## config.mk

```make
export PLATFORM = sky130hd
export DESIGN_NAME = wwd_core
export DESIGN_NICKNAME = d
export VERILOG_FILES = /design/src/rtl/wwd_pkg.sv /design/src/rtl/wwd_osc_tick.sv /design/src/rtl/wwd_core.sv
export VERILOG_INCLUDE_DIRS = /design/src /design/src/rtl
export SDC_FILE = /design/constraint.sdc
export NUM_CORES = 1
export LEC_CHECK = 0
export ABC_AREA = 1
export BUFFER_PORTS_ARGS = -buffer_cell sky130_fd_sc_hd__buf_2
export CAP_MARGIN = 20
export CORE_MARGIN = 1.5
export CORE_UTILIZATION = 60
export DETAILED_ROUTE_END_ITERATION = 7
export GPL_TIMING_DRIVEN = 0
export PLACE_DENSITY = 0.81
export SKIP_CTS_REPAIR_TIMING = 1
export SLEW_MARGIN = 5
export SYNTH_ARGS = -nofsm -noshare
export SYNTH_HDL_FRONTEND = slang
export SYNTH_SLANG_ARGS = --single-unit
```

## constraint.sdc

```tcl
create_clock -name I_CLK -period 13.4 [get_ports I_CLK]
set_input_delay 2.68 -clock I_CLK [delete_from_list [all_inputs] [get_ports I_CLK]]
set_output_delay 2.68 -clock I_CLK [all_outputs]
set_load 0.01 [all_outputs]
```

## src/rtl/wwd_regs.svh

```systemverilog
// constants for the windowed watchdog: timing counts and bit positions
`ifndef WWD_REGS_SVH
`define WWD_REGS_SVH

// system clock and watchdog oscillator rates
`define WWD_CLK_KHZ          200000
`define WWD_OSC_KHZ          31
// system clocks per oscillator period, rounded down
`define WWD_OSC_DIV_CYC      (`WWD_CLK_KHZ / `WWD_OSC_KHZ)

// prescaler widths: 5-bit divides by 32, 7-bit by 128
`define WWD_PRE5_BITS        5
`define WWD_PRE7_BITS        7
// nominal base time-out per prescaler mode, in microseconds
`define WWD_BASE_TIMEOUT_5_US 1000
`define WWD_BASE_TIMEOUT_7_US 4000

// config word one fields
`define WWD_CFG1_POSTSCALE_LSB 0
`define WWD_CFG1_POSTSCALE_MSB 3
`define WWD_CFG1_WINDOW_DIS    6

// reset control register bits
`define WWD_RSTCTL_IDLE        2
`define WWD_RSTCTL_SLEEP       3
`define WWD_RSTCTL_TIMEOUT     4
`define WWD_RSTCTL_SW_ENABLE   5
`define WWD_RSTCTL_RESET_VAL   8'h00

// combined prescaler and postscaler counter width
`define WWD_CNT_W             22

`endif

```

## src/rtl/wwd_pkg.sv

```systemverilog
// types for the windowed watchdog
package wwd_pkg;

  typedef enum logic [1:0] {PWR_RUN, PWR_SLEEP, PWR_IDLE} wwd_pwr_t;

  typedef struct packed {
    logic [21:0] cnt;
    wwd_pwr_t    pwr;
    logic        sw_en;
    logic        to_flag;
    logic        slp_flag;
    logic        idl_flag;
    logic        rst_pulse;
    logic        wake_pulse;
    logic        osc_en;
    logic        in_ps;
  } wwd_state_t;

  typedef struct packed {
    logic [12:0] div;
    logic        tick;
  } wwd_osc_state_t;

endpackage : wwd_pkg

```

## src/rtl/wwd_osc_tick.sv

```systemverilog
// low power rc oscillator stand-in: one tick per oscillator period
`timescale 1ns/10ps
`include "wwd_regs.svh"
module wwd_osc_tick
  import wwd_pkg::*;
#(
  parameter int OSC_DIV = `WWD_OSC_DIV_CYC
) (
  input  wire logic i_clk,
  input  wire logic i_rst,
  input  wire logic i_enable,
  output logic      o_tick
);

  wwd_osc_state_t st_reg;
  wwd_osc_state_t st_next;

  always_comb begin
    st_next      = st_reg;
    st_next.tick = 1'b0;
    // stopped oscillator restarts a full period later
    if (!i_enable) begin
      st_next.div = 13'h0000;
    end else if (st_reg.div == 13'(OSC_DIV - 1)) begin
      st_next.div  = 13'h0000;
      st_next.tick = 1'b1;
    end else begin
      st_next.div = st_reg.div + 13'h0001;
    end
  end

  always_ff @(posedge i_clk) begin
    if (i_rst) begin
      st_reg <= '0;
    end else begin
      st_reg <= st_next;
    end
  end

  assign o_tick = st_reg.tick;

endmodule : wwd_osc_tick

```

## src/rtl/wwd_core.sv

```systemverilog
// windowed watchdog timer core with power-save wake and reset control bits
`timescale 1ns/10ps
`include "wwd_regs.svh"
module wwd_core
  import wwd_pkg::*;
#(
  parameter int OSC_DIV = `WWD_OSC_DIV_CYC
) (
  input  wire logic        I_CLK,
  input  wire logic        I_SYS_RST,
  input  wire logic        I_DEVICE_RESET,
  input  wire logic        I_HW_ENABLE_CFG,
  input  wire logic        I_PRESCALE_SELECT_CFG,
  input  wire logic [15:0] I_CONFIG_WORD_ONE,
  input  wire logic        I_WATCHDOG_CLEAR_INSTR,
  input  wire logic        I_POWER_SAVE_INSTR,
  input  wire logic        I_POWER_SAVE_IDLE,
  input  wire logic        I_WAKE_EVENT,
  input  wire logic        I_CLOCK_SWITCH_DONE,
  input  wire logic        I_RESET_CONTROL_WR,
  input  wire logic [7:0]  I_RESET_CONTROL_WDATA,
  output logic             O_LOW_POWER_RC_OSC_EN,
  output logic             O_WATCHDOG_RESET,
  output logic             O_WATCHDOG_WAKE,
  output logic             O_TIMEOUT_FLAG,
  output logic             O_SW_ENABLE_BIT,
  output logic [7:0]       O_RESET_CONTROL_REG,
  output logic             O_IN_POWER_SAVE
);

  wwd_state_t st_reg;
  wwd_state_t st_next;

  logic       osc_tick;
  logic       wd_en;
  logic [7:0] rst_ctl_word;
  logic       window_mode;
  logic       cnt_clr;
  logic [3:0] post_sel;
  logic [22:0] period;
  logic [22:0] win_start;

  // full period in oscillator ticks: prescale times postscale ratio
  function automatic logic [22:0] period_len(input logic sel7, input logic [3:0] ps);
    logic [4:0] sh;
    sh = sel7 ? 5'(`WWD_PRE7_BITS) : 5'(`WWD_PRE5_BITS);
    period_len = 23'h000001 << (sh + 5'(ps));
  endfunction : period_len

  wwd_osc_tick #(
    .OSC_DIV (OSC_DIV)
  ) u_osc (
    .i_clk    (I_CLK),
    .i_rst    (I_SYS_RST),
    .i_enable (st_reg.osc_en),
    .o_tick   (osc_tick)
  );

  assign post_sel    = I_CONFIG_WORD_ONE[`WWD_CFG1_POSTSCALE_MSB:`WWD_CFG1_POSTSCALE_LSB];
  assign window_mode = ~I_CONFIG_WORD_ONE[`WWD_CFG1_WINDOW_DIS];
  assign wd_en       = I_HW_ENABLE_CFG | st_reg.sw_en;
  assign period      = period_len(I_PRESCALE_SELECT_CFG, post_sel);
  // last quarter starts at three quarters of the period
  assign win_start   = period - (period >> 2);

  always_comb begin
    st_next            = st_reg;
    st_next.rst_pulse  = 1'b0;
    st_next.wake_pulse = 1'b0;
    st_next.osc_en     = wd_en;
    cnt_clr            = 1'b0;
    if (I_DEVICE_RESET) begin
      // flags survive so software can see why it restarted
      st_next.cnt   = '0;
      st_next.sw_en = 1'b0;
      st_next.pwr   = PWR_RUN;
    end else begin
      if (I_RESET_CONTROL_WR) begin
        st_next.sw_en    = I_RESET_CONTROL_WDATA[`WWD_RSTCTL_SW_ENABLE];
        st_next.to_flag  = I_RESET_CONTROL_WDATA[`WWD_RSTCTL_TIMEOUT];
        st_next.slp_flag = I_RESET_CONTROL_WDATA[`WWD_RSTCTL_SLEEP];
        st_next.idl_flag = I_RESET_CONTROL_WDATA[`WWD_RSTCTL_IDLE];
      end
      if (I_CLOCK_SWITCH_DONE) begin
        cnt_clr = 1'b1;
      end
      unique case (st_reg.pwr)
        PWR_RUN: begin
          if (I_POWER_SAVE_INSTR) begin
            cnt_clr = 1'b1;
            if (I_POWER_SAVE_IDLE) begin
              st_next.pwr      = PWR_IDLE;
              st_next.idl_flag = 1'b1;
            end else begin
              st_next.pwr      = PWR_SLEEP;
              st_next.slp_flag = 1'b1;
            end
          end else if (I_WATCHDOG_CLEAR_INSTR) begin
            cnt_clr = 1'b1;
            // early clear only counts while the watchdog actually runs
            if (wd_en && window_mode && (23'(st_reg.cnt) < win_start)) begin
              st_next.rst_pulse = 1'b1;
              st_next.to_flag   = 1'b1;
            end
          end
        end
        PWR_SLEEP, PWR_IDLE: begin
          if (I_WAKE_EVENT) begin
            st_next.pwr = PWR_RUN;
            cnt_clr     = 1'b1;
          end
        end
        // unused code: fall back to run rather than lock up
        default: begin
          st_next.pwr = PWR_RUN;
        end
      endcase
      if (!wd_en || cnt_clr) begin
        st_next.cnt = '0;
      end else if (osc_tick) begin
        if (23'(st_reg.cnt) == period - 23'h000001) begin
          st_next.cnt     = '0;
          st_next.to_flag = 1'b1;
          if (st_reg.pwr == PWR_RUN) begin
            st_next.rst_pulse = 1'b1;
          end else begin
            st_next.wake_pulse = 1'b1;
            st_next.pwr        = PWR_RUN;
          end
        end else begin
          st_next.cnt = st_reg.cnt + 22'h000001;
        end
      end
    end
    // registered so the power-save output needs no decode gate
    st_next.in_ps = (st_next.pwr != PWR_RUN);
  end

  always_ff @(posedge I_CLK) begin
    if (I_SYS_RST) begin
      st_reg <= '0;
    end else begin
      st_reg <= st_next;
    end
  end

  assign O_LOW_POWER_RC_OSC_EN = st_reg.osc_en;
  assign O_WATCHDOG_RESET      = st_reg.rst_pulse;
  assign O_WATCHDOG_WAKE       = st_reg.wake_pulse;
  assign O_TIMEOUT_FLAG        = st_reg.to_flag;
  assign O_SW_ENABLE_BIT       = st_reg.sw_en;
  assign O_IN_POWER_SAVE       = st_reg.in_ps;

  // pure wiring of flag flops into their bit positions
  always_comb begin
    rst_ctl_word                          = `WWD_RSTCTL_RESET_VAL;
    rst_ctl_word[`WWD_RSTCTL_SW_ENABLE]   = st_reg.sw_en;
    rst_ctl_word[`WWD_RSTCTL_TIMEOUT]     = st_reg.to_flag;
    rst_ctl_word[`WWD_RSTCTL_SLEEP]       = st_reg.slp_flag;
    rst_ctl_word[`WWD_RSTCTL_IDLE]        = st_reg.idl_flag;
  end

  assign O_RESET_CONTROL_REG   = rst_ctl_word;

endmodule : wwd_core

```

; ---- Word level (Yosys, flattened, before mapping)
; Cells that the tools add are included.
[totals]
inputBits = 35
out_inout_bits = 14
reg_bits = 46
wordCells = 77
[op_classes]
shift = 1
n_bitwise = 5
n_eq_ne = 4
n_mux = 37
reduce_logical = 12
addsub = 5
order_cmp = 1
[op_table]
columns = cell, n
row1 = 24-bit 2-to-1 mux, 1
row2 = 22-bit by 23-bit equality test with 1-bit output, 1
row3 = 22-bit by 23-bit less-than comparator with 1-bit output, 1
row4 = 1-bit by 5-bit << shifter with 23-bit output (first input constant), 1
row5 = 23-bit by 1-bit subtractor with 23-bit output (second input constant), 1
row6 = 23-bit by 21-bit subtractor with 23-bit output, 1
row7 = 22-bit by 1-bit adder with 22-bit output (second input constant), 1
row8 = 2-bit 2-to-1 mux, 11
row9 = 22-bit 2-to-1 mux, 1
row10 = 1-bit 2-to-1 mux, 19
row11 = 13-bit by 1-bit adder with 13-bit output (second input constant), 1
row12 = 13-bit equality test (second input constant), 1
row13 = 4-bit 2-to-1 mux, 2
row14 = 2-bit OR reduction, 3
row15 = 3-bit OR reduction, 2
row16 = 3-bit by 4-bit adder with 5-bit output, 1
row17 = 5-bit OR reduction, 1
row18 = 1-bit NOT, 4
row19 = 2-bit one-hot mux with 2 select lines, 1
row20 = 3-bit 2-to-1 mux, 1
row21 = 2-bit by 1-bit equality test with 1-bit output (second input constant), 1
row22 = 2-bit equality test (second input constant), 1
row23 = 1-bit logical AND, 2
row24 = 2-bit zero test, 1
row25 = other kinds (5), 5

; ---- Logic depth before layout (Yosys ltp)
[depth]
word_depth = 14
ltp_mapped = 33
mapped_depth_nobuf = 33

; ---- Modules after synthesis
; Synthesis repeated with hierarchy kept, for this count alone.
[unflattened]
cells_unflattened = 730
area_unflattened_um2 = 4665.7
[by_module_without_submodules]
columns = mod, n_inst, cells_per_inst, area_each_um2, seq_area_each_um2
row1 = wwd_core, 1, 632, 3968.8, 640.6
row2 = wwd_osc_tick, 1, 98, 696.9, 280.3

; ---- Least setup slack after synthesis
; Ideal clock, no wire load.
[synth_timing]
path_type = input port to flip-flop
from = input I_PRESCALE_SELECT_CFG
to = register st_reg (netlist bit O_TIMEOUT_FLAG)
path_slack_ns = 6.933
arrival_time_ns = 6.358
t_required_ns = 13.291
setup_time_ns = 0.109
n_path_buf = 0
cell_stages = 30
cell_sequence = ha_1 -> nand2_2 -> nand3_2 -> nor2_2 -> nand2_1 -> ha_1 -> nand2_1 -> inv_1 -> nand3_1 -> o21ai_0 -> a21oi_1 -> o21ai_0 -> a21boi_0 -> o21ai_0 -> xnor2_1 -> ha_1 -> inv_1 -> nor3_1 -> a211oi_1 -> nand2_1 -> nand2_1 -> nand2_1 -> nand2_1 -> nand2_1 -> nand2_1 -> nand3_1 -> nand2_1 -> nand3b_1 -> nand2_1 -> inv_1
[synth_between]
elab_chain_cells = 13
elab_cells_between_ends = 15
classes_between = add/sub: 3 / order compare: 1 / eq/ne: 1 / shift: 1 / mux: 8 / reduce/logical: 1
[synth_lines]
columns = element, line_no
row1 = from (decl), wwd_core.sv:13  ; input wire logic I_PRESCALE_SELECT_CFG,
row2 = 2-bit 2-to-1 mux *, wwd_core.sv:46  ; sh = sel7 ? 5'(`WWD_PRE7_BITS) : 5'(`WWD_PRE5_BITS);
row3 = 3-bit by 4-bit adder with 5-bit output *, wwd_core.sv:47  ; period_len = 23'h000001 << (sh + 5'(ps));
row4 = 1-bit by 5-bit << shifter with 23-bit output *, wwd_core.sv:47
row5 = 23-bit by 21-bit subtractor with 23-bit output, wwd_core.sv:64  ; assign win_start = period - (period >> 2);
row6 = 22-bit by 23-bit less-than comparator with 1-bit output, wwd_core.sv:101  ; if (wd_en && window_mode && (23'(st_reg.cnt) < win_start)) begin
row7 = 1-bit logical AND, wwd_core.sv:101
row8 = 1-bit 2-to-1 mux, wwd_core.sv:101
row9 = 1-bit 2-to-1 mux, wwd_core.sv:98  ; end else if (I_WATCHDOG_CLEAR_INSTR) begin
row10 = 1-bit 2-to-1 mux, wwd_core.sv:89  ; if (I_POWER_SAVE_INSTR) begin
row11 = 4-bit 2-to-1 mux, wwd_core.sv:87  ; unique case (st_reg.pwr)
row12 = 1-bit 2-to-1 mux, wwd_core.sv:121  ; if (23'(st_reg.cnt) == period - 23'h000001) begin
row13 = 1-bit 2-to-1 mux, wwd_core.sv:120  ; end else if (osc_tick) begin
row14 = 1-bit 2-to-1 mux *, wwd_core.sv:118  ; if (!wd_en || cnt_clr) begin
row15 = to (signal assigned), wwd_core.sv:143  ; st_reg <= st_next;
row16 = to (decl), wwd_core.sv:31  ; wwd_state_t st_reg;
; Mark *: on every way between the ends. The rest lies on a longest branch, timed or not.
; A chain may end at the register's enable or synchronous reset.

; ---- Worst setup path after layout
; Same ends and word-level chain as after synthesis.

==> flow_summary.yaml <==
setup_path:
  cp-end-kind: "flop"
  cp_slowest_cell: "ha_1"
  startpoint: "I_PRESCALE_SELECT_CFG"
  ff2ff_path_depth: 14
  regToRegStartpoint: "st_reg[12]"
  required_ps: 13610
  regToRegSetupSlack_ps: 10970
  arrival_ps: 7380
  crit_top_cell: "nand2_1"
  crit_path_max_fanout: 6
  critPathLaunchType: "input port"
  crit_type: "input port to flop"
  max_stage_delay_ps: 400
  regToRegEndpoint: "st_reg[27]"
sta:
  max_slew_margin: 0.559
  fin_tns_setup_ps: 0
  rsz0062_at_grt: "no"
  min_period_ps: 7180
  setup_viol: 0
  post-route-period-util: 0.536
  hold_viol: 0
  whs_ps: 462
  fin_skew_ps: 8.78
  maxSlewViolCount: 0
  worstMarginPinSlew_ps: 658
  fmax_mhz: 139
global_route:
  overflow: 0
  grt_max_degree: 16
  antenna_found_initial: 0
  grt_pass1_wl_microns: 20800
  track_usage: 0.297
  grt_pass1_vias: 4846
outcome:
  status: "finished, final reports clean"
worst_hold_path:
  holdPathStages: 2
  hold_start: "O_LOW_POWER_RC_OSC_EN"
  min_to: "u_osc.o_tick"
  hp-class: "flop to flop"
finish:
  final_layout_size_suffix_gt1_frac: 0.111
  largest_reg_flops: 24
  num-nets-final: 901
  final_util: 0.678
  antenna_cells: 0
  area_growth_pct: 8.46
  fillers: 711
placed_design:
  gp_congestion: 0.981
  hpwl_microns: 10100
  io_buffers: 28
power_and_ir_drop:
  swShare: 0.379
  combPwrFrac: 0.387
  p_leak_nw: 2.64
  power.internal_mw: 0.227
  power_frac_seq: 0.380
  power.switching_mw: 0.139
  power_density_nw_per_um2: 69.6
  vdd_drop_max_v: 0.0000963
  p_clk_frac: 0.233
floorplan:
  die_y_microns: 92.9
  initial_core_util: 0.625
  num_rows: 32
  io_pins: 49
  die-area_sq_um: 8640
  die_w_microns: 92.9
  core-area_sq_um: 7770
routing:
  drtAntennaViolNets: 0
  vias: 5051
  routed_via_density: 5.50
  wl_per_cell_microns: 13.2
  drt_first_iter_violations: 230
  totalWireLength_microns: 12200
  drt-pass1-iter-count: 5
  drcViolationCount: 0
synthesis:
  yosysTopAreaCell: "dfxtp_1"
  ys_warn_count: 0
  synth.avg_cell_area_sq_um: 6.33
  seq_area_frac_synth: 0.190
  syn_inst: 767
  synth_area_leaders: "dfxtp_1, nand2_1, ha_1"
  ys_ff_latch: 46
  synth_top_area_frac: 0.190
  ys_types: 42
  netlist_area_sq_um: 4850
job:
  maxCapViolCount: 0
clock_tree:
  clock_latency_ps: 300
  numCtsBuffers: 5
  clk_pin_slew_worst_paths_ps: 90
  h-tree-depth: 2
  cts_tree: "done"
  cts_num_sinks: 46
  clock_path_buffers: 2
  root_buffer: "clkbuf_8"
worst max-delay path: cells and delay by family:
family                     cells  cell delay [ps]
and+or+nand+nor               17             1860
buffers and inverters          4              270
AOI/OAI and AO/OA              6             1380
adders and majority gates      3             1070
xor gates and xnor gates       1              140
power groups by stage:
stage               logic (mW)  clock network (mW)  registers [mW]
finish                   0.142              0.0852           0.139
global route             0.160              0.0914           0.140
CTS                      0.139              0.0876           0.139
detailed placement       0.137                   0           0.142
global placement         0.134                   0           0.143
floorplan                0.106                   0           0.143
per-stage QoR:
stage | instance area, sq um | total power, mW | std cells | setup WS, ps
final | 5260 | 0.366 | 919 | 6220
after global routing | 5260 | 0.391 | 919 | 5790
after CTS | 5260 | 0.365 | 919 | 6260
after detailed placement | 5170 | 0.279 | 911 | 5930
after global placement | 5170 | 0.277 | 911 | 6030
after floorplan | 4900 | 0.249 | 781 | 6930
worst max path at each step:
| stage | end | slack, ps | cells past startpoint |
|---|---|---|---|
| final | O_TIMEOUT_FLAG | 6220 | 31 |
| after CTS | O_TIMEOUT_FLAG | 6260 | 31 |
| after floorplan | O_TIMEOUT_FLAG | 6930 | 30 |
| after detailed placement | O_TIMEOUT_FLAG | 5930 | 31 |
| after global routing | O_TIMEOUT_FLAG | 5790 | 31 |
| after global placement | O_TIMEOUT_FLAG | 6030 | 31 |
layout make-up:
class / instances / area (sq um) / share of cell area
multi-input combinational: 599 / 3420 / 0.649
sequential: 46 / 921 / 0.175
inverter: 120 / 450 / 0.0856
timing repair buffer: 28 / 140 / 0.0266
tap: 102 / 128 / 0.0243
buffer: 16 / 116 / 0.0221
clock buffer: 5 / 68.8 / 0.0131
clock inverter: 3 / 21.3 / 0.00404
per-layer routing:
| layer | wire (microns) | global-route usage |
|---|---|---|
| met4 | 278 | 0.0997 |
| met2 | 5680 | 0.530 |
| met3 | 648 | 0.0287 |
| met1 | 5560 | 0.369 |
| met5 | 0 | 0 |
cells in the mapped netlist:
cell,number
xor2_1,20
o22ai_1,2
ha_1,49
inv_1,112
inv_2,7
o31ai_1,2
dfxtp_1,46
a21o_1,4
o21bai_1,3
or2_2,3
o21ai_0,32
nor3_1,14
nand2_4,3
a21boi_0,1
nor2_1,79
a211oi_1,4
buf_4,11
a31oi_1,5
nand4_2,1
xnor2_1,14
clkinv_1,1
nand4_1,17
nor3_4,1
buf_6,2
clkbuf_1,3
nand3b_1,2
nor3_2,11
nand3_1,47
o21a_1,3
o211ai_1,4
nor3b_1,6
nor4_1,8
nor2_2,7
o2111ai_1,1
nand2_2,5
nor2_4,1
a21oi_1,50
conb_1,2
nand3_2,3
or4_1,1
fa_1,1
nand2_1,179
cells in the final DEF, fill, tap and decap left out, types with 8 or more instances in the layout:
master,n
o21ai_0,32
xor2_1,20
nand3_1,47
ha_1,49
nor4_1,8
nor2_1,79
nor3_1,14
xnor2_1,14
a21oi_1,50
nand4_1,17
conb_1,16
inv_1,112
nand2_1,179
nor3_2,11
dfxtp_1,46
buf_4,11
buf_2,28
logic make-up (layout without fill, tap and decap cells):
| kind of cell | count (synthesis) | after routing | synth area share |
|---|---|---|---|
| AND/OR/NAND/NOR | 388 | 388 | 0.372 |
| XOR/XNOR | 34 | 34 | 0.0614 |
| flip-flops | 46 | 46 | 0.190 |
| other | 2 | 16 | 0.00155 |
| AO/OA/AOI/OAI | 111 | 111 | 0.128 |
| buffers and inverters | 136 | 172 | 0.117 |
| adder cells (fa/ha/maj) | 50 | 50 | 0.130 |
Power figures use the tool's default switching activity.
